**config.mk**
```make
export PLATFORM = sky130hd
export DESIGN_NAME = eapor_reset
export DESIGN_NICKNAME = d
export VERILOG_FILES = /design/src/inc/eapor_pkg.sv /design/src/design/eapor_reset.sv
export SDC_FILE = /design/constraint.sdc
export NUM_CORES = 1
export LEC_CHECK = 0
export ABC_CLOCK_PERIOD_IN_PS = 1900
export BUFFER_PORTS_ARGS = -buffer_cell sky130_fd_sc_hd__clkbuf_2
export CAP_MARGIN = 20
export CORE_MARGIN = 2
export CORE_UTILIZATION = 56
export CTS_BUF_LIST = sky130_fd_sc_hd__clkbuf_4 sky130_fd_sc_hd__clkbuf_8
export CTS_CLUSTER_DIAMETER = 30
export DETAILED_ROUTE_END_ITERATION = 12
export GPL_TIMING_DRIVEN = 0
export PLACE_DENSITY = 0.87
export SLEW_MARGIN = 30
export SYNTH_ARGS = -nofsm -noshare
export SYNTH_HDL_FRONTEND = slang
export SYNTH_SLANG_ARGS = --single-unit
```
**constraint.sdc**
```tcl
create_clock -name mclk -period 1.9 [get_ports mclk]
set_clock_uncertainty 0.2 [all_clocks]
set_input_delay 0.19 -clock mclk [delete_from_list [all_inputs] [get_ports mclk]]
set_output_delay 0.19 -clock mclk [all_outputs]
set_load 0.02 [all_outputs]
```
**src/inc/eapor_pkg.sv**
```systemverilog
// Shared constants of the external and power-on reset logic
package eapor_pkg;
  // Device clock period
  localparam int CLK_PERIOD_NS = 20;
  // Least low time on the reset pin that counts as a reset
  localparam int FILT_TIME_NS  = 200;
  // Length of the on-chip power-on reset pulse
  localparam int POR_TIME_NS   = 2000;
  // Least time rounds up, never below one cycle
  localparam int FILT_CYC_RAW  =
    (FILT_TIME_NS + CLK_PERIOD_NS - 1) / CLK_PERIOD_NS;
  localparam int FILT_CYC      = (FILT_CYC_RAW < 1) ? 1 : FILT_CYC_RAW;
  localparam int POR_CYC_RAW   =
    (POR_TIME_NS + CLK_PERIOD_NS - 1) / CLK_PERIOD_NS;
  localparam int POR_CYC       = (POR_CYC_RAW < 1) ? 1 : POR_CYC_RAW;
  // Power-on status flag value forced by a power-on reset
  localparam logic POR_FLAG_RST = 1'b0;
  // Power-on status flag position in the reset control register
  localparam int POR_FLAG_BIT   = 1;
endpackage

```
**src/design/eapor_reset.sv**
```systemverilog
`timescale 1ns/1ps
module eapor_reset #(
  parameter int FILT_CYCLES = eapor_pkg::FILT_CYC,
  parameter int POR_CYCLES  = eapor_pkg::POR_CYC
) (
  // Clock and supply-detect reset
  input  wire logic mclk,
  input  wire logic rst,
  // Board reset pin and its configuration bit
  input  wire logic external_reset_pin,
  input  wire logic external_reset_pin_enable,
  output logic      external_reset_pin_out,
  output logic      external_reset_pin_oe,
  output logic      pin_digital_in,
  // Other internal reset source: the watchdog timer
  input  wire logic watchdog_timer_reset_req,
  // Software write to the power-on status flag
  input  wire logic por_flag_wr,
  input  wire logic por_flag_wdata,
  // Reset network and status
  output logic      core_reset,
  output logic      power_on_reset_pulse,
  output logic      por_flag
);
  import eapor_pkg::*;

  localparam int FW = $clog2(FILT_CYCLES + 1);
  localparam int PW = $clog2(POR_CYCLES + 1);
  localparam logic [FW-1:0] FILT_MAX = FW'(FILT_CYCLES);
  localparam logic [PW-1:0] POR_MAX  = PW'(POR_CYCLES);

  logic          pin_s1_r;    // First synchroniser stage
  logic          pin_s2_r;    // Second synchroniser stage
  logic [FW-1:0] low_cnt_r;   // Consecutive low samples
  logic          ext_low_r;   // Filtered pin reset level
  logic [PW-1:0] por_cnt_r;   // Power-on pulse cycles left
  logic          por_flag_r;  // Power-on status flag
  logic          din_r;       // Digital input view of the pin

  // Pin is an input only; nothing inside ever drives it
  assign external_reset_pin_out = 1'b0;
  assign external_reset_pin_oe  = 1'b0;

  // Two-stage synchroniser on the pin
  always_ff @(posedge mclk or posedge rst) begin
    if (rst) begin
      pin_s1_r <= 1'b1;
      pin_s2_r <= 1'b1;
    end else begin
      pin_s1_r <= external_reset_pin;
      pin_s2_r <= pin_s1_r;
    end
  end

  // Noise filter: count low samples, release at once on high
  always_ff @(posedge mclk or posedge rst) begin
    if (rst) begin
      low_cnt_r <= '0;
      ext_low_r <= 1'b0;
    end else if (pin_s2_r) begin
      // High sample ends any short pulse
      low_cnt_r <= '0;
      ext_low_r <= 1'b0;
    end else if (low_cnt_r < FILT_MAX - FW'(1)) begin
      // Low, but not yet long enough
      low_cnt_r <= low_cnt_r + FW'(1);
    end else begin
      // Low long enough: pin reset stands
      low_cnt_r <= FILT_MAX;
      ext_low_r <= 1'b1;
    end
  end

  // Digital input view, reads zero while pin acts as reset
  always_ff @(posedge mclk or posedge rst) begin
    if (rst) begin
      din_r <= 1'b0;
    end else begin
      din_r <= external_reset_pin_enable ? 1'b0 : pin_s2_r;
    end
  end
  assign pin_digital_in = din_r;

  // Power-on pulse: stretched after the supply detect releases
  always_ff @(posedge mclk or posedge rst) begin
    if (rst) begin
      por_cnt_r <= POR_MAX;
    end else if (por_cnt_r != '0) begin
      por_cnt_r <= por_cnt_r - PW'(1);
    end
  end
  assign power_on_reset_pulse = rst | (por_cnt_r != '0);

  // Status flag: cleared by power-on or a software write of zero, set only by software
  always_ff @(posedge mclk or posedge rst) begin
    if (rst) begin
      por_flag_r <= POR_FLAG_RST;
    end else if (por_cnt_r != '0) begin
      // Still inside the power-on pulse
      por_flag_r <= POR_FLAG_RST;
    end else if (por_flag_wr) begin
      // Software write, the only way back to one
      por_flag_r <= por_flag_wdata;
    end
    // Watchdog or pin resets leave it untouched
  end
  assign por_flag = por_flag_r;

  // Core reset: any active source
  assign core_reset = power_on_reset_pulse
                    | (ext_low_r & external_reset_pin_enable)
                    | watchdog_timer_reset_req;

  // Helper: consecutive low synchronised samples, saturating
  logic [FW:0] run_h;
  always_ff @(posedge mclk or posedge rst) begin
    if (rst) begin
      run_h <= '0;
    end else if (pin_s2_r) begin
      run_h <= '0;
    end else if (run_h <= {1'b0, FILT_MAX}) begin
      run_h <= run_h + (FW+1)'(1);
    end
  end

  // Helper: cycles since supply detect release, saturating
  logic [PW:0] age_h;
  always_ff @(posedge mclk or posedge rst) begin
    if (rst) begin
      age_h <= '0;
    end else if (age_h <= {1'b0, POR_MAX}) begin
      age_h <= age_h + (PW+1)'(1);
    end
  end
endmodule

```
After elaboration in Yosys (flattened, before gate mapping)
Index checks and enable logic that the tools add are counted.
W data, S select, Z words.
{"block": "op_classes", "add_sub_neg": 2, "n_eq_ne": 1, "n_lt_le_gt_ge": 1, "bitwise": 4, "muxes": 7, "n_reduce_logical": 2}
{"cell": "$mux W4", "count": 2}
{"cell": "$reduce_bool A7 Y1", "count": 1}
{"cell": "$sub A7 B1 Y7 const B", "count": 1}
{"cell": "$mux W1", "count": 5}
{"cell": "$add A4 B1 Y4 const B", "count": 1}
{"cell": "$lt A4 B4 Y1 const B", "count": 1}
{"cell": "$or A1 B1 Y1", "count": 3}
{"cell": "$ne A2 B2 Y1 const B", "count": 1}
{"cell": "$reduce_bool A2 Y1", "count": 1}
{"cell": "$and A1 B1 Y1", "count": 1}
{"block": "word_totals", "input_bits": 7, "ff_bits": 16, "wordCells": 24, "out_inout_bits": 6}

Longest topological paths before layout
Gate-level depths: netlist of run 1.
{"block": "depth", "depth_word": 4, "depth_mapped": 5, "ltp_nobuf": 5}

Least setup slack after synthesis of run 1
No wires, ideal clock.
{"block": "synth_timing", "path_type": "register -> output", "startpoint": "register por_cnt_r[0]", "endpoint": "output core_reset", "path_slack_ns": 0.121, "t_required_ns": 1.510, "path_buffers": 0, "arrival_ns": 1.389, "stages_incl_launch_ff": 6, "path_cell_list": "dfrtp_1 -> inv_1 -> ha_1 -> or2b_2 -> nor3_4 -> nand3_1"}
{"block": "synth_between", "elab_chain_len": 4}
{"element": "start, declared", "line_no": "eapor_reset.sv:36", "rtl": "logic [PW-1:0] por_cnt_r;"}
{"element": "start signal, assigned", "line_no": "eapor_reset.sv:89", "rtl": "por_cnt_r <= por_cnt_r - PW'(1);"}
{"element": "$reduce_bool A7 Y1", "line_no": "eapor_reset.sv:92", "rtl": "assign power_on_reset_pulse = rst | (por_cnt_r != '0);"}
{"element": "$or A1 B1 Y1", "line_no": "eapor_reset.sv:92"}
{"element": "$or A1 B1 Y1", "line_no": "eapor_reset.sv:111", "rtl": "| (ext_low_r & external_reset_pin_enable)"}
{"element": "$or A1 B1 Y1", "line_no": "eapor_reset.sv:112", "rtl": "| watchdog_timer_reset_req;"}
{"element": "end, declared", "line_no": "eapor_reset.sv:21", "rtl": "output logic core_reset,"}
No other way between the ends.

Worst setup path after layout of run 1
{"block": "layout_timing", "startpoint": "register por_cnt_r[3]", "endpoint": "output core_reset"}
Same word-level chain as after synthesis.

==> results of run 1 <==
==> per-stage QoR <==
stage,utilization,setup TNS (ns),worst slack [ns]
after detailed placement,0.648,-0.0721,-0.0507
after floorplan,-,0,0.121
after CTS,0.820,-0.367,-0.137
final,0.848,-0.303,-0.163
after global placement,0.648,-0.0210,-0.0210
after global routing,0.848,-1.55,-0.211
==> synthesized netlist by cell type <==
cell type | number | area share
dfrtp_1 | 11 | 0.36
inv_1 | 10 | 0.049
nor2_1 | 7 | 0.035
dfstp_2 | 5 | 0.17
ha_1 | 4 | 0.066
nor3b_1 | 4 | 0.039
xnor2_1 | 4 | 0.046
a21oi_1 | 3 | 0.020
mux2i_1 | 3 | 0.039
a31oi_1 | 2 | 0.016
buf_4 | 2 | 0.020
nand2_1 | 2 | 0.0099
nor3_1 | 2 | 0.013
or3_4 | 2 | 0.030
conb_1 | 1 | 0.0049
mux2_2 | 1 | 0.015
nand2b_1 | 1 | 0.0082
nand3_1 | 1 | 0.0066
nor2b_1 | 1 | 0.0082
nor3_4 | 1 | 0.021
o21ai_0 | 1 | 0.0066
or2b_2 | 1 | 0.012
==> cells in the final DEF, fill, tap and decap left out, types with 2 or more instances in the layout <==
master	n
clkbuf_2	8
ha_1	2
buf_6	2
dlygate4sd3_1	6
nand2_1	2
inv_2	2
mux2i_1	2
conb_1	2
dfstp_2	5
nor3_1	2
or3_4	2
ha_4	2
a21oi_1	3
buf_4	12
dfrtp_1	11
inv_1	8
xnor2_1	3
clkbuf_4	3
nor2_1	7
nor3b_1	3
a31oi_1	2
==> worst paths after layout <==
path                               from           end  slack [ns]
setup / recovery           por_cnt_r[3]    core_reset       -0.16
hold / removal                 pin_s1_r      pin_s2_r        0.17
setup reg to reg           por_cnt_r[0]  por_cnt_r[1]       -0.01
hold reg to reg                pin_s1_r      pin_s2_r        0.17
max in group asynchronous           rst  low_cnt_r[2]        0.04
min in group asynchronous           rst  por_cnt_r[2]        0.47
==> worst max-delay path, delay by kind of cell (launching register included) <==
family                 cells  cell delay (ns)
buffers and inverters      1             0.16
flip-flops                 1             0.42
AND/OR/NAND/NOR            3             0.81
==> sequential cells by signal, summed over array words and instances (netlist names) <==
signal          flops
pin_s1_r            1
pin_s2_r            1
ext_low_r           1
por_cnt_r           7
pin_digital_in      1
low_cnt_r           4
por_flag            1
==> per-layer routing <==
layer / GRT usage / routed length, um / vias up
met1: 0.389 / 892 / 334
met2: 0.574 / 1050 / 53
li1: - / - / 285
met3: 0.0380 / 163 / 8
met5: 0 / 0 / -
met4: 0.100 / 63 / 0
==> where the power goes <==
part | switching, mW | total, mW | leakage, nW | internal [mW]
Combinational | 0.0412 | 0.0760 | 0.319 | 0.0348
Clock | 0.111 | 0.227 | 0.0210 | 0.116
Sequential | 0.0105 | 0.364 | 0.200 | 0.353
Total | 0.163 | 0.667 | 0.540 | 0.504
==> cell families (layout without fill, tap and decap cells) <==
group / Yosys count / after routing / synth area share
other cells: 1 / 2 / 0.00493
buf+inv: 12 / 43 / 0.0691
fa+ha+maj: 4 / 4 / 0.0658
compound gates: 6 / 6 / 0.0427
flops: 16 / 16 / 0.535
simple gates: 22 / 22 / 0.183
xor+xnor: 4 / 4 / 0.0460
mux: 4 / 4 / 0.0543
==> final cells by class <==
class                      count  share of cell area
buffer                         2              0.0138
tap                           15              0.0172
inverter                      10              0.0344
multi-input combinational     42               0.333
clock buffer                   4              0.0333
timing repair buffer          27               0.195
sequential                    16               0.373
==> repair_timing <==
item | CTS | global route
buffers inserted | 11 | 2
gates resized for setup | 10 | 9
hold buffers | 6 | 0
endpoints found under the hold margin | 14 | 0
pin swaps | 2 | 4
endpoints found under the setup margin | 2 | 17
==> run metrics, run 1 <==
share of layout cells above drive strength 1 0.446; largest net degree at the start of global routing 12; Placer Congestion about 0.75; worst skew pair latency 0.28 ns; final setup fails 3; CP max-delay cell or3_4; clock buffer count from CTS 3; Worst EP arrival 1.67 ns; measured slew at the worst slew-check pin ~0.54 ns; syn_area_per_cell ~11 um2; ratio of final minimum period to clock period 1.09; Final Cell Area approximately 1100 um2; Detailed Route Iter0 Violations 23; Final WS setup -0.163 ns; number of max-cap violations 0; hold_ws between 0.15 and 0.2 ns; antenna-violating nets left 0; CORE AREA about 1300 um2; routed vias 680; FF-to-FF path depth 6; worst hold path depth 0; Netlist cell types 22; violated checks setup timing; Die Y 40.9 um; outcome complete, but fails checks; Yosys reg bits 16; Antenna diodes 0; total design power between 600 and 700 uW; Cell Area, Synth roughly 760 um2; Min-Delay Path Class reg -> reg; normalized max-slew margin 0.641; f_max ~0.48 GHz; die footprint about 1700 um2; drt via density around 5.9; RSZ-0062 raised after global routing yes; register area about 400 um2; Routed WL per cell 18.7 um; total gr overflow 0; VDD IR max 0.597 mV; area grow syn2layout 43.3%; P_leak 0.540 nW; root buffer cell clkbuf_4; Clock Tree Buf Depth 2; fin. max-slew vios 0; Yosys warnings 0; critical path class reg -> out; clk slew on worst S/H paths around 0.10 ns; num rows 13; number of global-route vias before repair 650; Tot GR Track Use 0.319; Mapped Cells 69; crit path cell chain or3_4, nor3_4, nand3_2, buf_8; max incr delay on CP between 0.4 and 0.5 ns; placed cell area 833 um2; first-pass GRT wire length 3190 um; initial antenna violation count 0; clock net sink count 16; fill count 57; critical-path maximum fanout 4; CTS H-Tree Depth 1; crit end category output port; multi-input combinational cell area approximately 360 um2; HPWL Detailed approximately 900 um; Die Span X between 40 and 50 um; CTS tree built; DR DRC count 0; total iterations of the first detailed-routing run 4; Startpoint Class register; Hold Violations, Final 0; Final min period between 2 and 2.5 ns; Top-Level Pins 13; Port Buf Inserts 10; Starting Density 0.592; CP required ~1.5 ns; final cell count without fillers between 100 and 150; cell area power density 612 nW/um2; Cells after DPL 95; register area share after synthesis 0.535; final WL approximately 2200 um; nets ~110
Power figures use the tool's default switching activity.
==> inputs of run 2 (changes only) <==
Settings changed: ABC_AREA set to 1, CORE_UTILIZATION 56 to 57.
==> run 2 against run 1 <==
The run now ends clean. Combinational power shrank 16%. Utilization shrank 5.7 points. Largest power group unchanged. Cell area shrank 4.4%. Sequential power is essentially flat.
==> run metrics, run 2 <==
die footprint 1740 um2; Starting Density 0.615; area grow syn2layout 28.5%; Tot GR Track Use 0.197; drt via density approximately 4.9; EDFF count, synth 0; fin. max-slew vios 0; fill count 86; total iterations of the first detailed-routing run 4; Final min period 1.81 ns; worst skew pair latency approximately 0.29 ns; first-pass GRT wire length 2590 um; root buffer cell clkbuf_4; outcome complete, no violations; share of layout cells above drive strength 1 0.339; largest net degree at the start of global routing 12; critical path class reg -> out; total design power 653 uW; critical-path maximum fanout 6; crit end category output port; asr flop ratio synth 1.00; clock buffer count from CTS 3; number of max-cap violations 0; clk slew on worst S/H paths around 0.1 ns; ratio of final minimum period to clock period 0.952; synth top area cells dfrtp_1 (34%), dfstp_2 (16%), inv_1 (6.5%); HPWL Detailed approximately 970 um; initial antenna violation count 0; num rows 13; Die Span X 41.7 um; Top-Level Pins 13; Mapped Cells 85; antenna-violating nets left 0; final WL approximately 1500 um; Startpoint Class register; final setup fails 0; final core utilization 0.791; max reg flops 7; register area share after synthesis 0.502; P_leak approximately 0.58 nW; Yosys reg bits 16; Antenna diodes 0; DR DRC count 0; Routed WL per cell about 12 um; Netlist cell types 24; Cells after DPL ~110; setup TNS 0 ns; measured slew at the worst slew-check pin about 0.53 ns; dominant synthesized flop cell dfrtp_1; Port Buf Inserts 10; clock net sink count 16; Die Y about 42 um; Final Cell Area 1040 um2; CORE AREA roughly 1300 um2; VDD IR max ~0.59 mV; final cell count without fillers about 130; Placer Congestion between 0.7 and 0.8; number of global-route vias before repair around 630; crit path cell chain inv_2, ha_4, nand2_4, nor2_8, nand3_1, clkbuf_4; Worst EP arrival around 1.4 ns; CP max-delay cell dfrtp_1; f_max around 0.55 GHz; dominant cell type by area after synthesis dfrtp_1; Detailed Route Iter0 Violations 12; Cell Area, Synth about 800 um2; commonest non-fill, non-tap cells in the layout inv_1 (12), nor2_1 (11), dfrtp_1 (11); Largest Register por_cnt_r; total gr overflow 0; top cells by count, synth inv_1 (14), dfrtp_1 (11), nor2_1 (11), nand2_1 (8), a21oi_1 (6); placed cell area between 800 and 900 um2; Final WS setup ~0.09 ns; Yosys warnings 0; routed vias approximately 620; Clock Tree Buf Depth 2; CTS tree built; CP required 1.51 ns; Min-Delay Path Class reg -> reg; nets 124; CTS H-Tree Depth 1; syn_area_per_cell ~9.5 um2; Hold Violations, Final 0; hold_ws 0.161 ns; DP Worst Slack ~0.21 ns; count leader, synth inv_1; largest registers por_cnt_r x7, low_cnt_r x4; Yosys top cell area share 0.340; max incr delay on CP 0.42 ns; normalized max-slew margin 0.646; commonest non-fill, non-tap cell in the layout inv_1; cell area power density 627 nW/um2
-- run 2: cell count changes after synthesis, sizes merged, moves of 2 or more --
| cell | change |
|---|---|
| nor3b | -4 |
| a31oi | -2 |
| xnor2 | -3 |
| a21oi | +3 |
| or3 | -2 |
| mux2i | -2 |
| nand4 | +2 |
| nor2 | +7 |
| nand3b | +2 |
| nand3 | +4 |
| nand2 | +9 |
| inv | +4 |
-- run 2: where the power goes --
part	internal (mW)	total [mW]	switching, mW
Sequential	0.353	0.362	0.00853
Clock	0.117	0.227	0.111
Combinational	0.0306	0.0640	0.0335
Total	0.501	0.653	0.153
-- run 2: final timing paths --
| path | start | endpoint | slack [ns] | cells after the start |
|---|---|---|---|---|
| min reg2reg | pin_s1_r | pin_s2_r | 0.16 | 0 |
| min in group asynchronous | rst | por_cnt_r[5] | 0.40 | 3 |
| max reg2reg | por_cnt_r[0] | por_cnt_r[4] | 0.38 | 6 |
| max in group asynchronous | rst | low_cnt_r[2] | 0.50 | 4 |
| min | pin_s1_r | pin_s2_r | 0.16 | 0 |
| max | por_cnt_r[0] | core_reset | 0.09 | 6 |
-- run 2: cell type report --
cell class | count | area [um2] | share of cell area
timing repair buffer | 22 | 160 | 0.154
clock buffer | 4 | 36.3 | 0.0348
tap | 15 | 18.8 | 0.0180
multi-input combinational | 54 | 353 | 0.339
sequential | 16 | 407 | 0.390
inverter | 14 | 52.6 | 0.0504
buffer | 2 | 15.0 | 0.0144
-- run 2: worst max-delay path: cells and delay by family, from the launching register on --
family	cells	cell delay (ns)
AND/OR/NAND/NOR	3	0.28
adder cells (fa/ha/maj)	1	0.15
buffers and inverters	2	0.27
flip-flops	1	0.42
-- run 2: cell families after synthesis --
kind of cell    Yosys count  synth area share
simple gates             37             0.261
xor+xnor                  2            0.0216
buf+inv                  16            0.0833
mux                       1            0.0123
flops                    16             0.502
compound gates            8            0.0540
other cells               1           0.00463
fa+ha+maj                 4            0.0617
-- run 2: per-layer routing --
layer | vias to the layer above | part of all wire | GRT usage
met4 | 0 | 0.018 | 0.0968
met1 | 288 | 0.44 | 0.243
met5 | - | 0 | 0
li1 | 316 | - | -
met3 | 4 | 0.042 | 0.0261
met2 | 15 | 0.50 | 0.334
-- run 2: what timing repair did --
item / in CTS / in global routing
hold endpoints to repair: 14 / 0
pin swaps: 0 / 2
gates resized for setup: 3 / 3
setup buffers: 1 / 5
hold buffers: 6 / 0
endpoints found under the setup margin: 2 / 13
==> inputs of run 3 (changes only) <==
Settings changed: BUFFER_PORTS_ARGS -buffer_cell sky130_fd_sc_hd__clkbuf_2 to -buffer_cell sky130_fd_sc_hd__buf_2.
==> run 3 against run 2 <==
Routed wire length is 3.8% lower. Setup slack got worse by 0.0065 ns. Register-to-register slack got worse by 0.03 ns. First-iteration DRC count shrank 58%. Sequential power is essentially flat. Largest cell class unchanged. Largest power group unchanged.
==> run metrics, run 3 (synthesis gave the netlist of run 2 again) <==
DP Worst Slack 0.226 ns; routed vias a little over 600; crit path cell chain nor2_4, nand2_4, nor2_8, nand3_1, buf_2; Setup crit end core_reset; final core utilization 0.778; Placer Congestion approximately 0.77; HPWL Detailed 950 um; Final Cell Area just over 1000 um2; max incr delay on CP between 0.4 and 0.5 ns; num rows 13; cell area power density about 630 nW/um2; number of global-route vias before repair just over 600; crit path launch por_cnt_r[3]; fill count approximately 100; outcome complete, no violations; DR DRC count 0; placed cell area roughly 880 um2; Die Span X approximately 42 um; crit end category output port; final WL roughly 1400 um; initial antenna violation count 0; critical-path maximum fanout 7; Min-Delay Path Class reg -> reg; CORE AREA between 1000 and 1500 um2; largest net degree at the start of global routing 12; Final min period about 1.8 ns; Top-Level Pins 13; Largest Register por_cnt_r; share of layout cells above drive strength 1 0.327; CTS tree built; Antenna diodes 0; RR Startpoint por_cnt_r[0]; reg2reg end por_cnt_r[4]; antenna-violating nets left 0; fin. max-slew vios 0; Detailed Route Iter0 Violations 5; Clock Tree Buf Depth 2; first-pass GRT wire length between 2000 and 2500 um; Top delay family on crit path simple AND/OR/NAND/NOR gates; crit path buf inv count 1; worst skew pair latency between 0.2 and 0.3 ns; commonest non-fill, non-tap cell in the layout inv_1; Port Buf Inserts 10; final setup fails 0; largest registers por_cnt_r x7, low_cnt_r x4; root buffer cell clkbuf_4; total gr overflow 0; P_leak around 0.56 nW; Cells after DPL ~110; ratio of final minimum period to clock period 0.956; critical path class reg -> out; total iterations of the first detailed-routing run 4; Final WS setup roughly 0.084 ns; VDD IR max between 0.4 and 0.5 mV; CP max-delay cell dfrtp_1; number of max-cap violations 0; clock net sink count 16; clk slew on worst S/H paths 0.08 ns; normalized max-slew margin 0.665; Worst EP arrival ~1.4 ns; nets around 120; Routed WL per cell around 11 um; register area roughly 410 um2; Startpoint Class register; FF-to-FF path depth 6; max reg flops 7; drt via density approximately 5.0; f_max 0.551 GHz; CTS H-Tree Depth 1; Levels on crit path 5; final cell count without fillers around 130; clock buffer count from CTS 3; Starting Density 0.615; Tot GR Track Use 0.181; CP required 1.51 ns; reg2reg setup slack ~0.35 ns; Hold Violations, Final 0; measured slew at the worst slew-check pin ~0.50 ns; multi-input combinational cell area around 350 um2; die footprint about 1700 um2; area grow syn2layout 26.4%; hold_ws 0.159 ns; commonest non-fill, non-tap cells in the layout inv_1 (12), nor2_1 (11), dfrtp_1 (11); Die Y between 40 and 50 um
-- run 3: worst reg2reg max path, delay by kind of cell (launching register included) --
kind | cells | cell delay, ns
AO/OA/AOI/OAI | 2 | 0.26
adder cells (fa/ha/maj) | 1 | 0.24
flip-flops | 1 | 0.41
AND/OR/NAND/NOR | 1 | 0.09
buffers and inverters | 2 | 0.24
-- run 3: worst min-delay path by stage --
stage / to / cells after the start / start / slack, ns
after global placement: por_flag / 2 / rst / 0.09
final: pin_s2_r / 0 / pin_s1_r / 0.16
after CTS: pin_s2_r / 0 / pin_s1_r / 0.16
after detailed placement: low_cnt_r[2] / 2 / rst / 0.09
after floorplan: ext_low_r / 1 / rst / -0.08
after global routing: pin_s2_r / 0 / pin_s1_r / 0.16
-- run 3: layout make-up --
class	instances	area share
multi-input cells	54	0.344
flip-flops and latches	16	0.397
repair buffers	20	0.139
inverters	14	0.0513
well taps	15	0.0183
plain buffers	2	0.0147
clock buffers	4	0.0354
-- run 3: repair_timing --
action | in CTS | in global routing
hold endpoints to repair | 14 | 0
setup endpoints to repair | 2 | 12
gates cloned | 0 | 0
pin swaps | 0 | 1
resized for setup | 2 | 3
hold buffers | 6 | 0
setup buffers | 1 | 3
-- run 3: per-stage QoR --
| step | setup TNS, ns | power, mW |
|---|---|---|
| 2_1_floorplan | 0 | 0.401 |
| 3_3_place_gp | 0 | 0.417 |
| 3_5_place_dp | 0 | 0.420 |
| 4_1_cts | 0 | 0.649 |
| 5_1_grt | -0.00797 | 0.673 |
| 6_report | 0 | 0.642 |
-- run 3: per-layer routing --
| layer | vias up | global-route usage | wire length, um |
|---|---|---|---|
| li1 | 315 | - | - |
| met1 | 290 | 0.202 | 605 |
| met2 | 14 | 0.319 | 732 |
| met3 | 2 | 0.0652 | 79 |
| met4 | 0 | 0.0581 | 8 |
| met5 | - | 0 | 0 |
-- run 3: report_power, final --
part	total (mW)	leakage (nW)	switching (mW)	internal (mW)
logic	0.0640	0.343	0.0337	0.0304
clock network	0.217	0.0210	0.100	0.117
registers	0.361	0.200	0.00813	0.353
total	0.642	0.564	0.142	0.500
